===== config.mk =====
export PLATFORM = sky130hd
export DESIGN_NAME = clkr_ctrl
export DESIGN_NICKNAME = d
export VERILOG_FILES = /design/src/placeholder_none.sv /design/src/clkr_pkg.sv /design/src/clkr_rate_gen.sv /design/src/clkr_out_div.sv /design/src/clkr_ctrl.sv
export SDC_FILE = /design/constraint.sdc
export NUM_CORES = 1
export LEC_CHECK = 0
export ABC_CLOCK_PERIOD_IN_PS = 3600
export BUFFER_PORTS_ARGS = -buffer_cell sky130_fd_sc_hd__buf_4
export CAP_MARGIN = 5
export CORE_UTILIZATION = 56
export DETAILED_ROUTE_END_ITERATION = 16
export GPL_ROUTABILITY_DRIVEN = 0
export PLACE_DENSITY = 0.76
export SYNTH_ARGS = -nofsm -noshare
export SYNTH_HDL_FRONTEND = slang
export SYNTH_HIERARCHICAL = 1
export SYNTH_SLANG_ARGS = --single-unit

===== constraint.sdc =====
create_clock -name mclk -period 3.6 [get_ports mclk]
set_clock_uncertainty 0.2 [all_clocks]
set_input_delay 0.36 -clock mclk [delete_from_list [all_inputs] [get_ports mclk]]
set_output_delay 0.36 -clock mclk [all_outputs]
set_load 0.05 [all_outputs]

===== src/placeholder_none.sv =====
// Intentionally empty: no further design content
`timescale 1ns/10ps
`default_nettype none
`default_nettype wire


===== src/clkr_pkg.sv =====
// Shared constants for the clock ratio and GO controller
package clkr_pkg;
    localparam int ADDR_W = 9;
    localparam int DATA_W = 32;
    localparam int NDIV = 16;
    localparam int MULT_W = 6;
    localparam int RATIO_W = 5;
    localparam int NDIV_LOW = 3;

    localparam logic [8:0] OFS_CTL = 9'h100;
    localparam logic [8:0] OFS_MULT = 9'h110;
    localparam logic [8:0] OFS_REFERENCE_PRE_DIVIDER = 9'h114;
    localparam logic [8:0] OFS_DIV1 = 9'h118;
    localparam logic [8:0] OFS_DIV3 = 9'h120;
    localparam logic [8:0] OFS_CMD = 9'h138;
    localparam logic [8:0] OFS_STAT = 9'h13c;
    localparam logic [8:0] OFS_CHG = 9'h144;
    localparam logic [8:0] OFS_DIV4 = 9'h160;
    localparam logic [8:0] OFS_DIV16 = 9'h190;

    localparam int EN_BIT = 15;
    localparam int GO_BIT = 0;
    localparam int BUSY_BIT = 0;
    localparam int LOOP_BIT = 0;
    localparam int CTL_ONE_BIT = 6;

    localparam logic LOOP_RST = 1'b0;
    localparam logic [5:0] MULT_RST = 6'h00;
    localparam logic PRE_EN_RST = 1'b1;
    localparam logic [4:0] PRE_RATIO_RST = 5'h00;
    localparam logic DIV_EN_RST = 1'b1;
    localparam logic [4:0] DIV_RATIO_RST = 5'h00;

    // Reference clock is one tick per this many mclk cycles
    localparam int REF_PERIOD = 64;

    typedef enum logic [1:0] {
        GO_IDLE,
        GO_ARM,
        GO_WAIT
    } clkr_go_e;
endpackage


===== src/clkr_rate_gen.sv =====
// Reference tick, loop rate model and bypass select
`timescale 1ns/10ps
`default_nettype none
module clkr_rate_gen
    import clkr_pkg::*;
#(
    parameter int REF_P = REF_PERIOD
) (
    input wire logic mclk,
    input wire logic rst,
    input wire logic loop_path_select,
    input wire logic [MULT_W-1:0] freq_multiplier,
    input wire logic pre_divider_enable,
    input wire logic [RATIO_W-1:0] pre_ratio,
    output logic src_tick
);
    localparam int ACC_W = $clog2(REF_P * 32) + 2;
    localparam int CNT_W = $clog2(REF_P) + 1;

    typedef struct packed {
        logic [CNT_W-1:0] ref_cnt;
        logic [ACC_W-1:0] acc;
        logic tick;
    } clkr_rg_s;

    clkr_rg_s r, next_r;
    logic ref_tick;
    logic [ACC_W-1:0] thr;
    logic [ACC_W-1:0] sum;
    logic loop_tick;

    assign src_tick = r.tick;

    always_comb begin
        next_r = r;
        ref_tick = (r.ref_cnt == CNT_W'(REF_P - 1));
        next_r.ref_cnt = ref_tick ? '0 : r.ref_cnt + 1'b1;
        // Loop rate = reference * (mult+1) / (ratio+1), kept as pulse density
        thr = ACC_W'(REF_P * (32'(pre_ratio) + 32'd1));
        sum = r.acc + ACC_W'(freq_multiplier) + 1'b1;
        loop_tick = 1'b0;
        if (!pre_divider_enable) begin
            next_r.acc = '0;
        end else if (sum >= thr) begin
            next_r.acc = sum - thr;
            loop_tick = 1'b1;
        end else begin
            next_r.acc = sum;
        end
        next_r.tick = loop_path_select ? loop_tick : ref_tick;
    end

    always_ff @(posedge mclk) begin
        if (rst) begin
            r <= '0;
        end else begin
            r <= next_r;
        end
    end
endmodule
`default_nettype wire


===== src/clkr_out_div.sv =====
// One output divider with ratio swap at a period boundary or while disabled
`timescale 1ns/10ps
`default_nettype none
module clkr_out_div
    import clkr_pkg::*;
(
    input wire logic mclk,
    input wire logic rst,
    input wire logic src_tick,
    input wire logic enable,
    input wire logic [RATIO_W-1:0] ratio_new,
    input wire logic apply,
    output logic clk_tick,
    output logic busy
);
    typedef struct packed {
        logic [RATIO_W-1:0] cnt;
        logic [RATIO_W-1:0] ratio_act;
        logic [RATIO_W-1:0] staged;
        logic pending;
        logic tick;
    } clkr_od_s;

    clkr_od_s r, next_r;
    logic wrap;

    assign clk_tick = r.tick;
    assign busy = r.pending;

    always_comb begin
        next_r = r;
        wrap = src_tick && (r.cnt == r.ratio_act);
        next_r.tick = enable && wrap;
        if (!enable) begin
            next_r.cnt = '0;
        end else if (src_tick) begin
            next_r.cnt = wrap ? '0 : r.cnt + 1'b1;
        end
        // Swap at a period boundary, or at once while disabled, so no short pulse escapes
        if (r.pending && (!enable || wrap)) begin
            next_r.ratio_act = r.staged;
            next_r.cnt = '0;
            next_r.pending = 1'b0;
        end
        if (apply) begin
            next_r.staged = ratio_new;
            next_r.pending = 1'b1;
        end
    end

    always_ff @(posedge mclk) begin
        if (rst) begin
            r <= '{cnt: '0, ratio_act: DIV_RATIO_RST, staged: DIV_RATIO_RST, pending: 1'b0, tick: 1'b0};
        end else begin
            r <= next_r;
        end
    end
endmodule
`default_nettype wire


===== src/clkr_ctrl.sv =====
// Clock ratio registers, GO sequencer and sixteen output dividers
//
// How it works
// - Multiplier field value plus one scales reference.
// - Loop rate is reference times multiplier over predivide.
// - Pre-divider enable low gates loop output.
// - Pre-divide ratio field plus one divides reference.
// - Divider enable low stops that system clock.
// - Each divider divides by ratio plus one.
// - Reserved bits read zero, writes ignored; control word bit 6 always reads one.
// - Writing one to command bit starts GO.
// - Command bit holds; each one-write restarts GO.
// - Loop select low bypasses pre-divider and loop.
// - Status bit zero shows GO in progress.
// - Different ratio sets flag; GO updates flagged only.
`timescale 1ns/10ps
`default_nettype none
module clkr_ctrl
    import clkr_pkg::*;
#(
    parameter int REF_P = REF_PERIOD
) (
    input wire logic mclk,
    input wire logic rst,
    input wire logic [ADDR_W-1:0] avs_address,
    input wire logic avs_read,
    input wire logic avs_write,
    input wire logic [DATA_W-1:0] avs_writedata,
    input wire logic [3:0] avs_byteenable,
    output logic [DATA_W-1:0] avs_readdata,
    output logic avs_waitrequest,
    output logic [NDIV-1:0] system_clock_n,
    output logic ratio_change_in_progress
);
    typedef logic [NDIV-1:0][RATIO_W-1:0] clkr_ratio_t;

    typedef struct packed {
        logic waitreq;
        logic [DATA_W-1:0] rdata;
        logic loop_path_select;
        logic [MULT_W-1:0] freq_multiplier;
        logic pre_en;
        logic [RATIO_W-1:0] pre_ratio;
        logic [NDIV-1:0] div_en;
        clkr_ratio_t div_ratio;
        logic ratio_change_command;
        logic [NDIV-1:0] ratio_modified_flags;
        logic [NDIV-1:0] go_mask;
        logic [NDIV-1:0] apply;
        logic busy;
        clkr_go_e go_state;
    } clkr_ctrl_s;

    clkr_ctrl_s r, next_r;

    logic src_tick;
    logic [NDIV-1:0] div_busy;
    logic [NDIV-1:0] div_tick;

    // Decoded access of the current bus cycle
    logic acc_ok;
    logic wr_ok;
    logic rd_ok;
    logic [4:0] slot;
    logic slot_hit;
    logic [RATIO_W-1:0] wr_ratio;
    logic [NDIV-1:0] chg_set;
    logic go_start;
    logic [DATA_W-1:0] rd_word;

    // Map a byte address onto a divider index; miss flag in the top bit
    function automatic logic [4:0] div_slot(input logic [ADDR_W-1:0] a);
        logic [ADDR_W-1:0] d;
        d = '0;
        div_slot = 5'h10;
        if (a[1:0] == 2'h0) begin
            if (a >= OFS_DIV1 && a <= OFS_DIV3) begin
                d = a - OFS_DIV1;
                div_slot = {1'b0, d[5:2]};
            end else if (a >= OFS_DIV4 && a <= OFS_DIV16) begin
                d = a - OFS_DIV4;
                div_slot = {1'b0, 4'(d[5:2] + 4'(NDIV_LOW))};
            end
        end
    endfunction

    assign avs_waitrequest = r.waitreq;
    assign avs_readdata = r.rdata;
    assign ratio_change_in_progress = r.busy;
    assign system_clock_n = div_tick;

    clkr_rate_gen #(
        .REF_P(REF_P)
    ) u_rate (
        .mclk(mclk),
        .rst(rst),
        .loop_path_select(r.loop_path_select),
        .freq_multiplier(r.freq_multiplier),
        .pre_divider_enable(r.pre_en),
        .pre_ratio(r.pre_ratio),
        .src_tick(src_tick)
    );

    genvar gi;
    generate
        for (gi = 0; gi < NDIV; gi++) begin : g_div
            clkr_out_div u_div (
                .mclk(mclk),
                .rst(rst),
                .src_tick(src_tick),
                .enable(r.div_en[gi]),
                .ratio_new(r.div_ratio[gi]),
                .apply(r.apply[gi]),
                .clk_tick(div_tick[gi]),
                .busy(div_busy[gi])
            );
        end
    endgenerate

    // Read word assembly; unlisted bits stay zero
    always_comb begin
        rd_word = '0;
        slot = div_slot(avs_address);
        slot_hit = !slot[4];
        if (slot_hit) begin
            rd_word[EN_BIT] = r.div_en[slot[3:0]];
            rd_word[RATIO_W-1:0] = r.div_ratio[slot[3:0]];
        end else begin
            unique case (avs_address)
                OFS_CTL: begin
                    rd_word[LOOP_BIT] = r.loop_path_select;
                    rd_word[CTL_ONE_BIT] = 1'b1;
                end
                OFS_MULT: begin
                    rd_word[MULT_W-1:0] = r.freq_multiplier;
                end
                OFS_REFERENCE_PRE_DIVIDER: begin
                    rd_word[EN_BIT] = r.pre_en;
                    rd_word[RATIO_W-1:0] = r.pre_ratio;
                end
                OFS_CMD: begin
                    rd_word[GO_BIT] = r.ratio_change_command;
                end
                OFS_STAT: begin
                    rd_word[BUSY_BIT] = r.busy;
                end
                OFS_CHG: begin
                    rd_word[NDIV-1:0] = r.ratio_modified_flags;
                end
                default: begin
                    rd_word = '0;
                end
            endcase
        end
    end

    always_comb begin
        next_r = r;
        // Each request gets exactly one waitrequest-low cycle
        acc_ok = (avs_read || avs_write) && !r.waitreq;
        wr_ok = avs_write && !r.waitreq;
        rd_ok = avs_read && !r.waitreq;
        next_r.waitreq = !((avs_read || avs_write) && r.waitreq);
        if ((avs_read || avs_write) && r.waitreq) begin
            next_r.rdata = avs_read ? rd_word : '0;
        end
        wr_ratio = avs_writedata[RATIO_W-1:0];
        chg_set = '0;
        go_start = 1'b0;
        next_r.apply = '0;

        if (wr_ok) begin
            if (slot_hit) begin
                if (avs_byteenable[0]) begin
                    next_r.div_ratio[slot[3:0]] = wr_ratio;
                    if (wr_ratio != r.div_ratio[slot[3:0]]) begin
                        chg_set[slot[3:0]] = 1'b1;
                    end
                end
                if (avs_byteenable[1]) begin
                    next_r.div_en[slot[3:0]] = avs_writedata[EN_BIT];
                end
            end else begin
                unique case (avs_address)
                    OFS_CTL: begin
                        if (avs_byteenable[0]) begin
                            next_r.loop_path_select = avs_writedata[LOOP_BIT];
                        end
                    end
                    OFS_MULT: begin
                        if (avs_byteenable[0]) begin
                            next_r.freq_multiplier = avs_writedata[MULT_W-1:0];
                        end
                    end
                    OFS_REFERENCE_PRE_DIVIDER: begin
                        if (avs_byteenable[0]) begin
                            next_r.pre_ratio = wr_ratio;
                        end
                        if (avs_byteenable[1]) begin
                            next_r.pre_en = avs_writedata[EN_BIT];
                        end
                    end
                    OFS_CMD: begin
                        if (avs_byteenable[0]) begin
                            next_r.ratio_change_command = avs_writedata[GO_BIT];
                            go_start = avs_writedata[GO_BIT];
                        end
                    end
                    default: begin
                        // Status, flags and unmapped words ignore writes
                        next_r.rdata = next_r.rdata;
                    end
                endcase
            end
        end

        // GO sequencer; a new start simply restarts it
        unique case (r.go_state)
            GO_IDLE: begin
                next_r.busy = 1'b0;
            end
            GO_ARM: begin
                // Dividers see apply this cycle; their busy shows next
                next_r.go_state = GO_WAIT;
            end
            GO_WAIT: begin
                if ((div_busy & r.go_mask) == '0) begin
                    next_r.ratio_modified_flags = r.ratio_modified_flags & ~r.go_mask;
                    next_r.busy = 1'b0;
                    next_r.go_state = GO_IDLE;
                end
            end
        endcase

        if (go_start) begin
            next_r.go_mask = r.ratio_modified_flags;
            next_r.apply = r.ratio_modified_flags;
            next_r.busy = 1'b1;
            next_r.go_state = GO_ARM;
        end

        // A ratio write landing with GO completion keeps its flag
        next_r.ratio_modified_flags = next_r.ratio_modified_flags | chg_set;
        if (rd_ok) begin
            next_r.rdata = r.rdata;
        end
        if (acc_ok && !avs_read && !avs_write) begin
            next_r.waitreq = 1'b1;
        end
    end

    always_ff @(posedge mclk) begin
        if (rst) begin
            r.waitreq <= 1'b1;
            r.rdata <= '0;
            r.loop_path_select <= LOOP_RST;
            r.freq_multiplier <= MULT_RST;
            r.pre_en <= PRE_EN_RST;
            r.pre_ratio <= PRE_RATIO_RST;
            r.div_en <= {NDIV{DIV_EN_RST}};
            r.div_ratio <= {NDIV{DIV_RATIO_RST}};
            r.ratio_change_command <= 1'b0;
            r.ratio_modified_flags <= '0;
            r.go_mask <= '0;
            r.apply <= '0;
            r.busy <= 1'b0;
            r.go_state <= GO_IDLE;
        end else begin
            r <= next_r;
        end
    end
endmodule
`default_nettype wire


* Word level (Yosys, flattened, before mapping)
Cells that the tools add are included.
** Word-level totals
- Output and inout port bits :: 50
- Input port bits :: 49
- Word-level logic and storage cells :: 432
- Register bits :: 487
** Operators by class
- Magnitude comparators :: 7
- Reductions and logical operators :: 147
- Add/sub/neg operators :: 24
- Equality and inequality tests :: 28
- Bitwise gates (word level) :: 23
- Multiplexer cells :: 90
** Operators with widths (number)
- $mux 16 :: 7
- $mux 5 :: 22
- $add 5x1->5 const B :: 16
- $bwmux 80 :: 1
- $eq 5x5->1 :: 16
- $logic_and 1x1->1 :: 57
- $eq 9x9->1 const B :: 6
- $reduce_or 3->1 :: 16
- $mux 1 :: 42
- $reduce_bool 2->1 :: 17
- $and 16x16->16 :: 2
- $mux 32 :: 1
- $bmux 5 s4 :: 1
- $demux 5 s4 :: 1
- $logic_not 1->1 :: 20
- $reduce_and 4->1 :: 5
- $not 1->1 :: 19
- $ge 9x9->1 const B :: 2
- $le 9x9->1 const B :: 2
- $logic_or 1x1->1 :: 17
- $bwmux 16 :: 1
- $logic_not 16->1 :: 1
- $not 16->16 :: 1
- $or 16x16->16 :: 1
- other kinds (32) :: 45

* Logic depth before layout (Yosys ltp)
Gate-level depths: netlist of run 1.
- Depth in word-level cells :: 14
- Depth in mapped cells :: 16
- Mapped depth without buffers :: 15

* Modules after synthesis
The synthesis of run 1 kept the hierarchy.
** By module, submodules not included
- clkr_out_div :: seq. area each 340.3 sq um, area an instance 769.5 sq um, instances 16, cells an instance 78
- clkr_ctrl :: seq. area each 3563.4 sq um, area an instance 8490.6 sq um, instances 1, cells an instance 1032
- clkr_rate_gen :: seq. area each 420.4 sq um, area an instance 1501.4 sq um, instances 1, cells an instance 174

* Worst setup path before layout of run 1
Ideal clock, no wire load.
- Path type :: input-to-reg
- From :: input port avs_address[3]
- To :: register, netlist name r[46]
- Path buffers :: 5
- Library setup time :: 131 ps
- Required time :: 3269 ps
- Data arrival time :: 3645 ps
- Stages :: 15
- Setup slack :: -376 ps
- Path through :: clkbuf_1 -> clkinv_1 -> ha_1 -> clkbuf_1 -> or4_1 -> buf_2 -> and2_4 -> buf_6 -> o21a_1 -> a311oi_1 -> a22oi_1 -> xor2_1 -> a211oi_4 -> buf_4 -> a311oi_1
** RTL lines
- from (decl) :: RTL line clkr_ctrl.sv:25 : input wire logic [ADDR_W-1:0] avs_address,

==> results of run 1 <==
[cells by family (layout without fill, tap and decap cells)]
family                   Yosys count  count (layout)  synth area share
AND/OR/NAND/NOR                  932             932             0.214
flip-flops                       471             471             0.423
AO/OA/AOI/OAI                    406             406             0.132
adder cells (fa/ha/maj)           40              40            0.0231
buffers and inverters            222             315            0.0440
multiplexers                     235             235             0.106
XOR/XNOR                         147             147            0.0577
other                              1              16          0.000168
[layout make-up]
class                   count  area, um2  area share
multi-input cells        1776      12100       0.477
well taps                 518        648      0.0255
flip-flops and latches    471       9440       0.371
repair buffers            163       1290      0.0509
clock buffers              69       1430      0.0563
inverters                  66        253     0.00993
clock inverters            17        248     0.00973
[stage by stage]
stage               utilization  setup WS (ns)  total power [mW]
detailed placement        0.601        -0.0667              6.30
global route              0.653         -0.175              12.0
finish                    0.653        -0.0401              11.6
floorplan                     -        0.00727              6.05
CTS                       0.648        0.00497              11.6
global placement          0.601         0.0472              6.27
[power by group]
group	internal (mW)	leakage, nW	switching, mW	total, mW
clock network	3.19	0.826	2.10	5.30
registers	5.25	3.80	0.0438	5.30
logic	0.452	3.91	0.592	1.04
total	8.90	8.54	2.74	11.6
[flip-flops by register name (all words and copies together) (netlist names)]
name                      flops
g_div.u_div/clk_tick         16
g_div.u_div/busy             16
g_div.u_div/r               240
avs_waitrequest               1
avs_readdata                 16
ratio_change_in_progress      1
u_rate/src_tick               1
r                           160
u_rate/r                     20
[final timing paths]
path / start / to / depth (start not counted)
worst max-delay path: r[155] / u_rate/r[8] / 12
worst min-delay path: avs_write / avs_readdata[0] / 4
worst max register to register: r[155] / u_rate/r[8] / 12
worst min register to register: u_rate/r[14] / u_rate/r[14] / 1
[worst min-delay path, stage by stage]
cell	delay [ns]
sky130_fd_sc_hd__buf_4	0.08
sky130_fd_sc_hd__o21ai_1	0.15
sky130_fd_sc_hd__nand2_1	0.10
sky130_fd_sc_hd__a21oi_1	0.06
[cell usage after synthesis (48+ instances only)]
| cell type | instances | area (um2) |
|---|---|---|
| sky130_fd_sc_hd__a21oi_1 | 105 | 526 |
| sky130_fd_sc_hd__nand3_1 | 61 | 305 |
| sky130_fd_sc_hd__clkbuf_1 | 109 | 409 |
| sky130_fd_sc_hd__xnor2_1 | 86 | 753 |
| sky130_fd_sc_hd__xor2_1 | 61 | 534 |
| sky130_fd_sc_hd__nand2_1 | 199 | 747 |
| sky130_fd_sc_hd__inv_1 | 65 | 244 |
| sky130_fd_sc_hd__nor2_1 | 232 | 871 |
| sky130_fd_sc_hd__nand2b_1 | 212 | 1330 |
| sky130_fd_sc_hd__mux2i_1 | 226 | 2260 |
| sky130_fd_sc_hd__o211ai_1 | 48 | 360 |
| sky130_fd_sc_hd__dfxtp_1 | 471 | 9430 |
| sky130_fd_sc_hd__nor3_1 | 83 | 415 |
[what timing repair did]
| action | in CTS | in global routing |
|---|---|---|
| hold endpoints to repair | 29 | 0 |
| endpoints found under the setup margin | 7 | 8 |
| setup buffers | 5 | 7 |
| hold buffers | 9 | 0 |
| gates resized for setup | 6 | 26 |
| pin swaps | 10 | 23 |
[metal layers]
layer  wire length (um)  up-vias  part of all wire  global-route usage
met4               2500        2             0.043               0.123
met3               4540      194             0.078              0.0533
met2              26800      699              0.46               0.463
li1                   -     8699                 -                   -
met5                 16        -           0.00028                   0
met1              24100     8737              0.42               0.355
==> insert_results.sql, run 1 <==
INSERT INTO impl_metrics (metric_group, metric, value, unit) VALUES
('floorplanning', 'core_area', '39000', 'um2'),
('worst_setup_path', 'path_cells', 'ha_4, nor2b_4, o2111a_2, o21a_1, o311ai_0, ha_1, nand4b_1, or3_4, a211oi_4, nor4_4, buf_4, a31o_2', ''),
('cells_and_area', 'final_cells', '3080', ''),
('worst_setup_path', 'crit_slowest_cell', 'sky130_fd_sc_hd__o311ai_0', ''),
('timing', 'total_negative_setup_slacks', '-0.0401', 'ns'),
('pwr', 'ir_drop', '0.396', 'mV'),
('timing', 'finalMaxSlewViolations', '0', ''),
('cells_and_area', 'postLayoutCellArea', '25500', 'um2'),
('run_status', 'violations', 'setup timing', ''),
('worst_setup_path', 'critPathCaptureType', 'register', ''),
('grt', 'grt_overflow', '0', ''),
('detailed_routing', 'drc_viols', '0', ''),
('place', 'place.detailed.instances', '2973', ''),
('worst_setup_path', 'timing.critical_path.fanout_max', '4', ''),
('clock_tree', 'root_buffer', 'sky130_fd_sc_hd__clkbuf_16', ''),
('timing', 'layout_worst_path_cycle_share', '1.01', ''),
('floorplanning', 'starting_density_of_the_core', '0.572', ''),
('yosys', 'postSynthCellCount', '2454', ''),
('timing', 'min_period', '3.64', 'ns'),
('yosys', 'cell_area_after_synthesis', '22300', 'um2'),
('clock_tree', 'clock_tree.buffer_depth', '3', ''),
('cells_and_area', 'layout.cells.most_common', 'sky130_fd_sc_hd__dfxtp_1', ''),
('detailed_routing', 'detailed_route_wl', '57.9', 'mm'),
('yosys', 'ys_seq_area_frac', '0.423', ''),
('grt', 'vias_in_the_first_global_route', '17800', ''),
('place', 'buffer_ports.inserted', '55', ''),
('cells_and_area', 'design.final.nets', '2616', ''),
('clock_tree', 'h-tree-depth', '2', ''),
('run', 'timing.max_cap.violations', '0', ''),
('cells_and_area', 'mostFrequentLayoutCells', 'sky130_fd_sc_hd__dfxtp_1, sky130_fd_sc_hd__nor2_1, sky130_fd_sc_hd__mux2i_1', ''),
('grt', 'grt_max_degree', '159', ''),
('grt', 'track_usage', '0.280', ''),
('detailed_routing', 'drt_iter0_drc', '1428', ''),
('pwr', 'total_leakage_power', '8.54', 'nW'),
('floorplanning', 'die_y', '202', 'um'),
('worst_setup_path', 'number_of_buffer_and_inverter_stages_on_the_critical_path', '1', ''),
('timing', 'hold_viol', '0', ''),
('worst_setup_path', 'setup_crit_path_kind', 'reg2reg', ''),
('run_status', 'run_status', 'finished with violations', ''),
('worst_hold_path', 'hold_path_class', 'in2reg', ''),
('floorplanning', 'pin_count', '99', ''),
('yosys', 'mean_area_per_synthesized_cell', '9.09', 'um2'),
('yosys', 'synth-async-reset-ratio', '0', ''),
('timing', 'max-slew-margin-rel', '0.429', ''),
('yosys', 'yosys_register_bits', '471', ''),
('timing', 'clock.fmax', '0.275', 'GHz'),
('clock_tree', 'clk_latency', '0.60', 'ns'),
('detailed_routing', 'antenna_violating_nets_post_route', '0', ''),
('yosys', 'synth_flop_cell', 'sky130_fd_sc_hd__dfxtp_1', ''),
('yosys', 'synth.yosys.warnings', '6', ''),
('timing', 'tightestPinTransition', '0.857', 'ns'),
('cells_and_area', 'num_antenna_cells', '0', ''),
('clock_tree', 'clk_pin_slew_worst_paths', '0.06', 'ns'),
('worst_setup_path', 'max_stage_delay', '0.50', 'ns'),
('grt', 'grt_antenna_before_repair', '1', ''),
('detailed_routing', 'route.detailed.wl_per_inst', '18.8', 'um'),
('worst_setup_path', 'endpoint_required_time_on_the_critical_path', '3.87', 'ns'),
('grt', 'global_route_wire_length_before_repair', '92.8', 'mm'),
('detailed_routing', 'vias_per_instance', '5.95', ''),
('place', 'dpl_cell_area', '23400', 'um2'),
('yosys', 'synth.distinct_cells', '84', ''),
('pwr', 'power.density_cell_area', '457', 'nW/um2'),
('timing', 'report.final.setup_viol', '1', ''),
('cells_and_area', 'share_of_layout_cells_above_drive_strength_1', '0.128', ''),
('timing', 'fin_worst_hold_slack', '0.0368', 'ns'),
('yosys', 'edff_count_synth', '0', ''),
('place', 'hpwl', '40.2', 'mm'),
('timing', 'postLayoutSetupSlackWorst', '-0.0401', 'ns'),
('cells_and_area', 'layout_area_growth_over_synthesis', '14.1', '%'),
('detailed_routing', 'firstDrtPassIters', '6', ''),
('floorplanning', 'fp.dieArea', '40600', 'um2');
Power figures use the tool's default switching activity.
==> run 2: changes to the inputs <==
--- a/config.mk
+++ b/config.mk
@@ -9,9 +9,11 @@
 export BUFFER_PORTS_ARGS = -buffer_cell sky130_fd_sc_hd__buf_4
 export CAP_MARGIN = 5
 export CORE_UTILIZATION = 56
+export CTS_CLUSTER_SIZE = 30
 export DETAILED_ROUTE_END_ITERATION = 16
 export GPL_ROUTABILITY_DRIVEN = 0
 export PLACE_DENSITY = 0.76
+export REMOVE_ABC_BUFFERS = 1
 export SYNTH_ARGS = -nofsm -noshare
 export SYNTH_HDL_FRONTEND = slang
 export SYNTH_HIERARCHICAL = 1
==> run 2 against run 1 <==
  * The run now ends clean
  * Combinational power barely moved
  * Via count rose by 1.3%
  * Sequential power barely moved
  * Register-to-register slack improved by 0.05 ns
  * Critical endpoint is now u_rate/r[7]
  * Largest cell class unchanged
  * Highest routed layer is now met4
==> insert_results.sql, run 2 (synthesis results as in run 1) <==
INSERT INTO impl_metrics (metric_group, metric, value, unit) VALUES
('clock_tree', 'clk_latency', '0.58', 'ns'),
('pwr', 'ir_drop', '0.791', 'mV'),
('detailed_routing', 'detailed_route_wl', '58.0', 'mm'),
('worst_setup_path', 'endpoint_required_time_on_the_critical_path', '3.86', 'ns'),
('worst_setup_path', 'rr_worst_depth', '12', ''),
('floorplanning', 'fp.dieArea', '40600', 'um2'),
('run', 'timing.max_cap.violations', '0', ''),
('worst_setup_path', 'rr_startpoint', 'r[155]', ''),
('timing', 'report.final.setup_viol', '0', ''),
('floorplanning', 'pin_count', '99', ''),
('grt', 'vias_in_the_first_global_route', '17800', ''),
('floorplanning', 'die_x', '202', 'um'),
('floorplanning', 'core_area', '39000', 'um2'),
('cells_and_area', 'utilization', '0.651', ''),
('grt', 'global_route_wire_length_before_repair', '93.8', 'mm'),
('cells_and_area', 'largest_register', 'g_div.u_div/r', ''),
('clock_tree', 'clock_tree.buffer_depth', '3', ''),
('pwr', 'total_switching_power', '2.67', 'mW'),
('timing', 'max-slew-margin-rel', '0.405', ''),
('clock_tree', 'cts-buffers-inserted', '49', ''),
('worst_setup_path', 'crit-reg2reg-capture', 'u_rate/r[7]', ''),
('cells_and_area', 'num_antenna_cells', '0', ''),
('timing', 'unrepaired_setup_endpoints_after_global_routing', 'yes', ''),
('clock_tree', 'clk_pin_slew_worst_paths', '0.06', 'ns'),
('cells_and_area', 'layout.cells.most_common', 'sky130_fd_sc_hd__dfxtp_1', ''),
('floorplanning', 'die_y', '202', 'um'),
('cells_and_area', 'num-fill-cells', '3128', ''),
('detailed_routing', 'antenna_violating_nets_post_route', '0', ''),
('detailed_routing', 'drt_iter0_drc', '1669', ''),
('detailed_routing', 'vias', '18600', ''),
('grt', 'grt_antenna_before_repair', '0', ''),
('cells_and_area', 'flip_flop_count_of_the_largest_register_after_layout', '240', ''),
('cells_and_area', 'layout_area_growth_over_synthesis', '13.8', '%'),
('cells_and_area', 'mostFrequentLayoutCells', 'sky130_fd_sc_hd__dfxtp_1, sky130_fd_sc_hd__nor2_1, sky130_fd_sc_hd__mux2i_1', ''),
('place', 'buffer_ports.inserted', '55', ''),
('pwr', 'netSwitchingFraction', '0.238', ''),
('pwr', 'total_leakage_power', '8.58', 'nW'),
('clock_tree', 'root_buffer', 'sky130_fd_sc_hd__clkbuf_16', ''),
('grt', 'track_usage', '0.282', ''),
('worst_hold_path', 'worst_hold_startpoint', 'avs_writedata[4]', ''),
('worst_setup_path', 'setup_crit_path_kind', 'reg2reg', ''),
('place', 'hpwl', '41.1', 'mm'),
('place', 'dpl_cell_area', '23600', 'um2'),
('pwr', 'power_frac_seq', '0.471', ''),
('pwr', 'post-layout-total-power', '11.2', 'mW'),
('cells_and_area', 'biggestRegsByFlops', 'g_div.u_div/r (240), r (160), u_rate/r (20)', ''),
('worst_setup_path', 'arrival', '3.85', 'ns'),
('detailed_routing', 'route.detailed.wl_per_inst', '18.7', 'um'),
('timing', 'tightestPinTransition', '0.892', 'ns'),
('cells_and_area', 'postLayoutCellArea', '25400', 'um2'),
('place', 'place.detailed.instances', '3006', ''),
('worst_hold_path', 'hold_depth', '3', ''),
('run_status', 'run_status', 'completed', ''),
('pwr', 'p_int', '8.57', 'mW'),
('worst_setup_path', 'critPathCaptureType', 'register', ''),
('detailed_routing', 'firstDrtPassIters', '7', ''),
('pwr', 'clockPowerShare', '0.439', ''),
('grt', 'grt_overflow', '0', ''),
('cells_and_area', 'final_cells', '3105', ''),
('timing', 'total_negative_setup_slacks', '0', 'ns'),
('timing', 'min_period', '3.59', 'ns'),
('worst_setup_path', 'timing.critical_path.fanout_max', '4', ''),
('detailed_routing', 'drc_viols', '0', ''),
('timing', 'finalMaxSlewViolations', '0', ''),
('floorplanning', 'placement_rows', '72', ''),
('worst_hold_path', 'hold_path_class', 'in2reg', ''),
('worst_hold_path', 'min_delay_worst_endpoint', 'r[76]', ''),
('cells_and_area', 'design.final.nets', '2640', ''),
('detailed_routing', 'vias_per_instance', '5.98', ''),
('worst_setup_path', 'crit_path_start_kind', 'register', ''),
('floorplanning', 'starting_density_of_the_core', '0.572', ''),
('worst_setup_path', 'reg2reg_slack', '0.009', 'ns'),
('timing', 'clock.fmax', '0.278', 'GHz'),
('clock_tree', 'h-tree-depth', '2', ''),
('clock_tree', 'clkSinkCount', '471', ''),
('timing', 'hold_viol', '0', ''),
('timing', 'layout_worst_path_cycle_share', '0.998', ''),
('grt', 'grt_max_degree', '126', ''),
('clock_tree', 'cts_tree', 'built', ''),
('cells_and_area', 'share_of_layout_cells_above_drive_strength_1', '0.130', ''),
('pwr', 'combinationalPowerShare', '0.090', ''),
('pwr', 'power.density_cell_area', '443', 'nW/um2');
[run 2: changes by cell type in the layout (fill, tap and decap cells not counted), moves of 3 or more]
cell and change:
sky130_fd_sc_hd__buf_4 +29, sky130_fd_sc_hd__bufinv_16 -4, sky130_fd_sc_hd__clkbuf_8 -4, sky130_fd_sc_hd__clkinv_2 +5, sky130_fd_sc_hd__o21ai_2 -3
[run 2: stage by stage]
step	setup WS (ns)	hold slack [ns]
after floorplan	-0.996	0.218
after global placement	-0.182	0.227
after detailed placement	-0.215	0.242
after CTS	-0.0102	0.00565
after global routing	-0.169	0.0256
final	0.00870	0.0374
[run 2: cell type report]
type | count | area, um2 | share of cell area
well taps | 518 | 648 | 0.0255
clock inverters | 19 | 161 | 0.00636
clock buffers | 68 | 1410 | 0.0555
inverters | 66 | 248 | 0.00976
repair buffers | 187 | 1440 | 0.0568
flip-flops and latches | 471 | 9440 | 0.372
multi-input cells | 1776 | 12000 | 0.474
[run 2: per-layer routing]
metal | global-route usage | routed length [um] | vias to the layer above
li1 | - | - | 8746
met1 | 0.372 | 24000 | 8854
met2 | 0.452 | 26700 | 772
met3 | 0.0614 | 5020 | 190
met4 | 0.104 | 2280 | 0
met5 | 0 | 0 | -
[run 2: timing repair]
| action | 4_1_cts | 5_1_grt |
|---|---|---|
| resized for setup | 13 | 5 |
| endpoints found under the hold margin | 23 | 0 |
| setup buffers | 4 | 1 |
| hold buffers | 7 | 0 |
| pin swaps | 14 | 3 |
| endpoints found under the setup margin | 8 | 8 |
[run 2: worst max-delay path by stage]
stage	depth (start not counted)	from	endpoint	slack, ns
2_1_floorplan	11	avs_address[3]	r[40]	-1.0
4_1_cts	13	r[155]	u_rate/r[9]	-0.01
3_5_place_dp	13	avs_address[3]	r[39]	-0.22
6_report	12	r[155]	u_rate/r[7]	0.009
3_3_place_gp	13	avs_address[3]	r[39]	-0.18
5_1_grt	14	u_rate/r[1]	u_rate/r[11]	-0.17
[run 2: worst max-delay path: stages (launching register included)]
cell and delay [ns]:
sky130_fd_sc_hd__dfxtp_2 0.33, sky130_fd_sc_hd__ha_4 0.23, sky130_fd_sc_hd__nor2b_4 0.12, sky130_fd_sc_hd__o2111a_1 0.28, sky130_fd_sc_hd__o21a_1 0.23, sky130_fd_sc_hd__o21ai_2 0.19
sky130_fd_sc_hd__xnor2_2 0.14, sky130_fd_sc_hd__ha_1 0.28, sky130_fd_sc_hd__nor2b_4 0.14, sky130_fd_sc_hd__o211a_1 0.24, sky130_fd_sc_hd__o41a_1 0.38, sky130_fd_sc_hd__nor4_4 0.39
sky130_fd_sc_hd__mux2_4 0.33
[run 2: power groups by stage]
stage               logic (mW)  registers [mW]  clock network, mW
finish                    1.01            5.29               4.94
global route              1.10            5.29               5.24
CTS                      0.994            5.29               5.01
detailed placement       0.952            5.40                  0
global placement         0.929            5.40                  0
floorplan                0.564            5.40                  0
